[config.mk]
export PLATFORM = sky130hd
export DESIGN_NAME = tsi_memory_access_map
export DESIGN_NICKNAME = d
export VERILOG_FILES = /design/src/tsi_pkg.sv /design/src/tsi_memory_access_map.sv /design/src/tsi_phase_snapshot.sv
export SDC_FILE = /design/constraint.sdc
export NUM_CORES = 1
export LEC_CHECK = 0
export ABC_AREA = 0
export BUFFER_PORTS_ARGS = -buffer_cell sky130_fd_sc_hd__buf_2
export CAP_MARGIN = 10
export CORE_MARGIN = 5
export CORE_UTILIZATION = 45
export CTS_BUF_LIST = sky130_fd_sc_hd__clkbuf_16
export DETAILED_ROUTE_END_ITERATION = 8
export PLACE_DENSITY = 0.8
export REMOVE_ABC_BUFFERS = 1
export SETUP_SLACK_MARGIN = 0.2
export SKIP_LAST_GASP = 1
export SYNTH_ARGS = -nofsm -noshare
export SYNTH_HDL_FRONTEND = slang
export SYNTH_SLANG_ARGS = --single-unit
[constraint.sdc]
create_clock -name clk -period 3.83 [get_ports clk]
set_input_delay 1.149 -clock clk [delete_from_list [all_inputs] [get_ports clk]]
set_output_delay 1.149 -clock clk [all_outputs]
set_load 0.03 [all_outputs]
[src/tsi_pkg.sv]
// Purpose: constants for the time slot interchanger cpu access block
// Assumes: 8-bit demultiplexed cpu port, 125 MHz core clock
// Notes: memory choice codes, register indices, tx high word layout
package tsi_pkg;
    // ========================================
    // register indices on the cpu port
    localparam logic [6:0] TSI_REG_PAGE = 7'h00;
    localparam logic [6:0] TSI_REG_PHASE_LO = 7'h08;
    localparam logic [6:0] TSI_REG_PHASE_HI = 7'h09;
    localparam logic [7:0] TSI_PAGE_RESET = 8'h00;
    // ========================================
    // memory choice codes (page register bits 7-5)
    localparam int TSI_CHOICE_LSB = 5;
    localparam logic [2:0] TSI_MEM_RX_CONN_LO = 3'h0;
    localparam logic [2:0] TSI_MEM_RX_CONN_HI = 3'h1;
    localparam logic [2:0] TSI_MEM_RX_DATA = 3'h2;
    localparam logic [2:0] TSI_MEM_RX_BLOCK = 3'h3;
    localparam logic [2:0] TSI_MEM_TX_CONN_LO = 3'h4;
    localparam logic [2:0] TSI_MEM_TX_CONN_HI = 3'h5;
    localparam logic [2:0] TSI_MEM_TX_DATA = 3'h6;
    localparam logic [2:0] TSI_MEM_TX_BLOCK = 3'h7;
    // ========================================
    // tx connection high word fields
    localparam int TSI_HI_OE = 7;
    localparam int TSI_HI_BYPASS = 6;
    localparam int TSI_HI_MSG = 5;
    localparam int TSI_HI_CTL1 = 4;
    localparam int TSI_HI_CTL2 = 3;
    localparam int TSI_HI_CTL3 = 2;
    // ========================================
    // serial and parallel rate codes
    localparam logic [1:0] TSI_SER_2M_BAL = 2'h0;
    localparam logic [1:0] TSI_SER_2M_ADD = 2'h1;
    localparam logic [1:0] TSI_SER_4M = 2'h2;
    localparam logic [1:0] TSI_SER_8M = 2'h3;
    localparam logic [1:0] TSI_PAR_HIGH = 2'h0;
    localparam logic [1:0] TSI_PAR_MID = 2'h1;
    localparam logic [1:0] TSI_PAR_LOW = 2'h2;
    localparam logic [11:0] TSI_CH_HIGH = 12'd2430;
    localparam logic [11:0] TSI_CH_MID = 12'd2048;
    localparam logic [11:0] TSI_CH_LOW = 12'd810;
    localparam logic [11:0] TSI_CH_SER_BAL = 12'd256;
    localparam logic [11:0] TSI_CH_SER = 12'd512;
    localparam logic [2:0] TSI_TM1 = 3'h1;
    localparam logic [2:0] TSI_TM2 = 3'h2;
    localparam logic [2:0] TSI_TM4 = 3'h4;
    // ========================================
    // phase snapshot timing
    localparam int TSI_CLK_MHZ = 125;
    localparam int TSI_PHASE_CLK_KHZ = 4096;
    localparam int TSI_PHASE_W = 11;
endpackage

[src/tsi_memory_access_map.sv]
// Purpose: cpu access decode, page mapping and tx connection high control
// Assumes: bus strobes come from a synchronous bus front end on clk
// Notes: memories themselves live outside; this block addresses them
`timescale 1ns/10ps

module tsi_memory_access_map
    import tsi_pkg::*;
#(
    parameter int ADDR_W = 12
)
(
    input wire logic clk,
    input wire logic nrst,
    // cpu port, demultiplexed address latched by the bus front end
    input wire logic [7:0] cpu_addr,
    input wire logic [7:0] cpu_wdata,
    input wire logic cpu_wr,
    input wire logic cpu_rd,
    output logic [7:0] cpu_rdata,
    output logic cpu_ctl_sel,
    // mode settings from the timing-mode registers
    input wire logic [2:0] timing_mode,
    input wire logic [1:0] serial_rate,
    input wire logic [1:0] parallel_rate,
    // internal memory port
    output logic [2:0] mem_choice,
    output logic [ADDR_W-1:0] mem_addr,
    output logic [7:0] mem_wdata,
    output logic mem_wr,
    output logic mem_rd,
    output logic block_program_req,
    input wire logic [7:0] mem_rdata,
    // rx parallel frame pulse pin
    input wire logic rx_parallel_frame_pulse,
    // per-channel transmit path
    input wire logic chan_tick,
    input wire logic [7:0] tx_conn_high_word,
    input wire logic [7:0] tx_conn_low_word,
    input wire logic [7:0] tx_data_word,
    input wire logic [7:0] rx_bypass_word,
    output logic [7:0] par_out_data,
    output logic [7:0] par_out_oe,
    output logic [3:0] external_control_lines,
    output logic [ADDR_W-1:0] source_channel_addr,
    output logic source_is_parallel
);
    // ========================================
    // elaboration checks
    if (ADDR_W != 12)
    begin : g_bad_width
        $error("tsi_memory_access_map: ADDR_W must be 12");
    end

    localparam int TSI_TICK_DIV = (TSI_CLK_MHZ * 1000) / TSI_PHASE_CLK_KHZ;
    localparam logic [4:0] TSI_TICK_LAST = 5'(TSI_TICK_DIV - 1);

    // ========================================
    // channel limit for the selected memory
    function automatic logic [11:0] chan_limit(
        input logic [2:0] choice,
        input logic [1:0] srate,
        input logic [1:0] prate
    );
        logic [11:0] lim;
        lim = TSI_CH_SER;
        case (choice)
            TSI_MEM_RX_CONN_LO, TSI_MEM_RX_CONN_HI, TSI_MEM_RX_BLOCK,
            TSI_MEM_TX_DATA:
                lim = (srate == TSI_SER_2M_BAL) ? TSI_CH_SER_BAL
                                                : TSI_CH_SER;
            default:
            begin
                case (prate)
                    TSI_PAR_HIGH: lim = TSI_CH_HIGH;
                    TSI_PAR_MID: lim = TSI_CH_MID;
                    TSI_PAR_LOW: lim = TSI_CH_LOW;
                    default: lim = TSI_CH_LOW;
                endcase
            end
        endcase
        return lim;
    endfunction

    // ========================================
    // state
    typedef struct packed {
        logic [7:0] page;
        logic [1:0] fp_sync;
        logic fp_prev;
        logic [4:0] tick_cnt;
        logic [7:0] rdata;
        logic [7:0] pdata;
        logic [7:0] poe;
        logic [3:0] ctl;
        logic [ADDR_W-1:0] src;
        logic src_par;
    } tsi_state_t;

    tsi_state_t st_ff;
    tsi_state_t nxt_st;

    logic [TSI_PHASE_W-1:0] phase_snapshot;
    logic phase_tick;
    logic frame_rise;
    logic is_mem;
    logic [ADDR_W-1:0] flat_addr;
    logic in_range;

    assign phase_tick = (st_ff.tick_cnt == TSI_TICK_LAST);
    assign frame_rise = st_ff.fp_sync[1] & ~st_ff.fp_prev;
    assign is_mem = cpu_addr[7];
    // page bits above the seven low lines; every serial and parallel
    // rate uses this one flat address, only the channel limit differs
    assign flat_addr = {st_ff.page[4:0], cpu_addr[6:0]};
    assign in_range = flat_addr < chan_limit(st_ff.page[7:5],
                                             serial_rate,
                                             parallel_rate);

    tsi_phase_snapshot u_phase
    (
        .clk(clk),
        .nrst(nrst),
        .phase_tick(phase_tick),
        .frame_pulse(frame_rise),
        .phase_snapshot(phase_snapshot)
    );

    // ========================================
    // next state
    always_comb
    begin
        nxt_st = st_ff;
        nxt_st.fp_sync = {st_ff.fp_sync[0], rx_parallel_frame_pulse};
        nxt_st.fp_prev = st_ff.fp_sync[1];
        nxt_st.tick_cnt = phase_tick ? 5'h00 : st_ff.tick_cnt + 5'h01;

        // register file; page register sits at index 0
        if (cpu_wr && !is_mem && cpu_addr[6:0] == TSI_REG_PAGE)
            nxt_st.page = cpu_wdata;
        if (cpu_rd)
        begin
            nxt_st.rdata = 8'h00;
            if (is_mem)
            begin
                if (in_range)
                    nxt_st.rdata = mem_rdata;
            end
            else
            begin
                case (cpu_addr[6:0])
                    TSI_REG_PAGE: nxt_st.rdata = st_ff.page;
                    TSI_REG_PHASE_LO: nxt_st.rdata = phase_snapshot[7:0];
                    TSI_REG_PHASE_HI:
                        nxt_st.rdata = {5'h00, phase_snapshot[10:8]};
                    default: nxt_st.rdata = 8'h00;
                endcase
            end
        end

        // per-channel transmit path, one channel per tick
        if (chan_tick)
        begin
            // message first, then bypass, then switched data
            if (tx_conn_high_word[TSI_HI_MSG])
                nxt_st.pdata = tx_conn_low_word;
            else if (tx_conn_high_word[TSI_HI_BYPASS] &&
                     (timing_mode == TSI_TM1 || timing_mode == TSI_TM2))
                nxt_st.pdata = rx_bypass_word;
            else
                nxt_st.pdata = tx_data_word;
            nxt_st.poe = {8{tx_conn_high_word[TSI_HI_OE]}};
            nxt_st.ctl[0] = tx_conn_high_word[TSI_HI_OE];
            nxt_st.ctl[1] = tx_conn_high_word[TSI_HI_CTL1];
            if (timing_mode == TSI_TM4)
            begin
                // bits 3-2 carry address there, lines held low
                nxt_st.ctl[3:2] = 2'b00;
                nxt_st.src = {tx_conn_high_word[3:0],
                              tx_conn_low_word};
                nxt_st.src_par = 1'b1;
            end
            else
            begin
                nxt_st.ctl[2] = tx_conn_high_word[TSI_HI_CTL2];
                nxt_st.ctl[3] = tx_conn_high_word[TSI_HI_CTL3];
                nxt_st.src = {3'b000, tx_conn_high_word[0],
                              tx_conn_low_word};
                nxt_st.src_par = 1'b0;
            end
        end
    end

    always_ff @(posedge clk)
    begin
        if (!nrst)
        begin
            st_ff <= '0;
            st_ff.page <= TSI_PAGE_RESET;
        end
        else
            st_ff <= nxt_st;
    end

    // ========================================
    // outputs
    assign mem_choice = st_ff.page[7:TSI_CHOICE_LSB];
    assign mem_addr = flat_addr;
    assign mem_wdata = cpu_wdata;
    // out-of-range writes dropped here, reads answered with zero
    assign mem_wr = cpu_wr & is_mem & in_range;
    assign mem_rd = cpu_rd & is_mem & in_range;
    assign block_program_req = cpu_wr & is_mem &
                               (mem_choice == TSI_MEM_RX_BLOCK ||
                                mem_choice == TSI_MEM_TX_BLOCK);
    assign cpu_ctl_sel = ~is_mem;
    assign cpu_rdata = st_ff.rdata;
    assign par_out_data = st_ff.pdata;
    assign par_out_oe = st_ff.poe;
    assign external_control_lines = st_ff.ctl;
    assign source_channel_addr = st_ff.src;
    assign source_is_parallel = st_ff.src_par;
endmodule

[src/tsi_phase_snapshot.sv]
// Purpose: 11-bit serial phase snapshot against the rx parallel frame
// Assumes: phase_tick is a one-cycle pulse at 4.096 MHz rate
// Notes: frame pulse already synchronised by the caller
`timescale 1ns/10ps
module tsi_phase_snapshot
    import tsi_pkg::*;
(
    input wire logic clk,
    input wire logic nrst,
    input wire logic phase_tick,
    input wire logic frame_pulse,
    output logic [TSI_PHASE_W-1:0] phase_snapshot
);
    typedef struct packed {
        logic half;
        logic [8:0] cycles;
        logic odd_frame;
        logic take;
        logic [TSI_PHASE_W-1:0] snap;
    } tsi_ps_state_t;

    tsi_ps_state_t st_ff;
    tsi_ps_state_t nxt_st;

    always_comb
    begin
        nxt_st = st_ff;
        if (phase_tick)
        begin
            nxt_st.half = ~st_ff.half;
            if (st_ff.half)
                nxt_st.cycles = st_ff.cycles + 9'h001;
        end
        if (frame_pulse)
        begin
            // sample on every second frame, 250 us apart
            if (st_ff.take)
                nxt_st.snap = {st_ff.odd_frame, st_ff.cycles,
                               st_ff.half};
            nxt_st.take = ~st_ff.take;
            nxt_st.odd_frame = ~st_ff.odd_frame;
            nxt_st.cycles = 9'h000;
        end
    end

    always_ff @(posedge clk)
    begin
        if (!nrst)
            st_ff <= '0;
        else
            st_ff <= nxt_st;
    end

    assign phase_snapshot = st_ff.snap;
endmodule

==> results.cfg <==
[status]
violations = setup timing
status = finished, violations left

[setup_path]
critical-path-max-stage-delay_ps = 250
crit_top_cell = buf_6
r2r_slack_ps = 1100
crit_fanout = 3
critPathRequiredTime_ps = 2680
worstPathCellList = buf_6 > nor2b_4 > or2_4 > and2_4 > ha_4 > nand4b_1 > buf_4 > a211oi_2 > o21ai_2 > and3_4 > buf_6
cp_data_arrival_time_ps = 2920
crit_type = in -> out
crit_path_start_kind = input pin
critPathCaptureType = output pin
r2r_end = cpu_rdata[2]
rr_worst_depth = 13
critPathSlowestCell = ha_4
rr_startpoint = mem_choice[1]

[final_layout]
diodes = 0
layout.nets = 601
layout_common_cells = buf_2 (133), dfxtp_1 (72), nor2_1 (43), nand3_1 (36), nand2_1 (29)
utilization_pct = 55.9
fillCellCount = 732
drive_gt1_share_pct = 38.0
area_delta_synth_final_pct = 21.3
final_common_cell = buf_2

[routing]
ant_nets = 0
drt_iter0_drc = 209
drt_wl_total_um = 9480
num_vias = 3208
via_per_inst = 5.08
wire_per_inst_um = 15.0
firstDrtPassIters = 5
remaining_drc_errors = 0

[timing]
rsz0062_at_grt = true
tns_ps = -463
skew_ps = 6.37
worst_slew_pin_slew_ps = 921
period_needed_ps = 4070
hold_viol = 0
maxSlewHeadroom_pct = 37.7
slew_violations = 0
setup_viol = 2
setup_ws_ps = -243
period_share_pct = 106
hold_ws_ps = 430
fmax_ghz = 0.246

[placement]
dp_slack_ps = -461
port_buffers = 136
dp_hpwl_um = 7120
gp_congestion = 0.861

[floorplanning]
pin_count = 137
start_util_pct = 46.1
rows = 33
die_w_um = 102
core_area_um2 = 8220
die_area_um2 = 10300
die_h_um = 102

[grt]
top_usage_layer = met2
grt_pass1_wl_um = 14800
antenna_found_initial = 0
met3_usage_pct = 3.31
use_met2_pct = 32.2
overflow = 0
grt_use_met1_pct = 19.9
grt_pass1_vias = 3206
grt.total_usage_pct = 17.7
grt_max_degree = 43

[clock_network]
tritoncts = yes
root_buffer = clkbuf_16
clk_latency_ps = 330
htree_num_levels = 3
cts_made_buffers = 9
clk_pin_slew_ps = 50
cts.sink_count = 72
hold_buffers = 0
clock_path_buffers = 2

[power_and_ir_drop]
p_total_uw = 1920
power_frac_comb_pct = 13.8
p_leak_uw = 0.00222
internal-power_uw = 1440
switching_share_pct = 25.2
p_sw_uw = 485
irDropWorstVdd_uv = 183
seq_power_share_pct = 41.1
pwr-share-clk_pct = 45.1
power.density_nw_per_um2 = 419

[hold_path]
hold_path.startpoint = nxt_st[48]
whs_path_depth = 1
hold_end = nxt_st[46]
hp-class = reg -> reg

[synthesis]
synth_seq_area_share_pct = 38.1
ys.warnings.count = 0
yosysUniqueCellTypes = 42
syn_avg_cell_area_um2 = 8.66
ys_async_sr_fraction_pct = 0
syn_area_um2 = 3780
synthCells = 437
ys_seq_elements = 72
dominantRegCellSynth = dfxtp_1
synth-edff-count = 0

[flow_run]
maxCapViolCount = 0
==> flip-flops by register name, indices dropped and copies added (netlist names) <==
name                    cells
nxt_st                      2
par_out_data                8
external_control_lines      4
u_phase.phase_snapshot     11
source_is_parallel          1
cpu_rdata                   8
u_phase.st_ff              12
source_channel_addr        12
st_ff                       6
mem_choice                  3
mem_addr                    5
==> area by class of cell <==
class                           instances  area [µm²]  area share, %
Clock inverter                          7        87.6           1.91
Tap cell                              105         131           2.86
Multi-Input combinational cell        269        1810           39.5
Timing Repair Buffer                  154         835           18.2
Clock buffer                            9         225           4.91
Inverter                               15        56.3           1.23
Sequential cell                        72        1440           31.4
==> power by group through the flow <==
| stage | clock network [µW] | registers [µW] | logic [µW] |
|---|---|---|---|
| 6_report | 867 | 789 | 266 |
| 5_1_grt | 913 | 792 | 285 |
| 4_1_cts | 879 | 789 | 265 |
| 3_5_place_dp | 0 | 805 | 254 |
| 3_3_place_gp | 0 | 804 | 248 |
| 2_1_floorplan | 0 | 852 | 73.6 |
==> worst max-delay path by stage <==
stage	endpoint	slack, ps	depth (start not counted)	from
after floorplan	mem_wr	-300	6	parallel_rate[1]
after global placement	mem_wr	-370	9	parallel_rate[1]
after detailed placement	mem_wr	-460	11	parallel_rate[0]
after CTS	mem_wr	-280	11	parallel_rate[0]
after global routing	mem_wr	-330	11	parallel_rate[0]
final	mem_wr	-240	11	parallel_rate[0]
==> synthesized netlist by cell type (4+ instances only) <==
master / number / area (µm²)
a21oi_1: 25 / 125
a31oi_1: 8 / 50.1
and2_1: 6 / 37.5
and3_1: 5 / 31.3
buf_4: 63 / 473
clkbuf_1: 14 / 52.6
dfxtp_1: 72 / 1440
ha_1: 11 / 138
inv_1: 14 / 52.6
mux2_2: 13 / 146
mux2i_1: 25 / 250
nand2_1: 29 / 109
nand2b_1: 4 / 25.0
nand3_1: 36 / 180
nor2_1: 43 / 161
nor2b_1: 8 / 50.1
o21ai_0: 15 / 75.1
xnor2_1: 8 / 70.1
xor2_1: 8 / 70.1
==> metal layers <==
metal	vias up	wire (µm)
met2	100	5070
met5	-	0
li1	1590	-
met4	0	244
met1	1494	3660
met3	24	509
==> per-stage QoR <==
stage	instance area (µm²)	cells
finish	4590	631
global route	4590	631
CTS	4570	630
detailed placement	4150	611
global placement	4150	611
floorplan	3240	356
==> worst max-delay path: cells and delay by family <==
| family | cells | cell delay [ps] |
|---|---|---|
| compound gates | 2 | 280 |
| fa+ha+maj | 1 | 250 |
| buf+inv | 3 | 400 |
| simple gates | 5 | 850 |
==> what timing repair did <==
item                                   CTS  global route
endpoints found under the hold margin    0             0
resized for setup                       17             2
setup endpoints to repair                2             2
setup buffers                            3             1
pin swaps                                6             6
==> logic make-up (layout without fill, tap and decap cells) <==
| kind of cell | after synthesis | count (layout) | share of synthesized area, % |
|---|---|---|---|
| multiplexers | 38 | 38 | 10.5 |
| adder cells (fa/ha/maj) | 11 | 11 | 3.64 |
| buffers and inverters | 96 | 185 | 16.0 |
| flip-flops | 72 | 72 | 38.1 |
| AO/OA/AOI/OAI | 57 | 57 | 8.56 |
| XOR/XNOR | 16 | 16 | 3.70 |
| AND/OR/NAND/NOR | 147 | 147 | 19.5 |
Power figures use the tool's default switching activity.
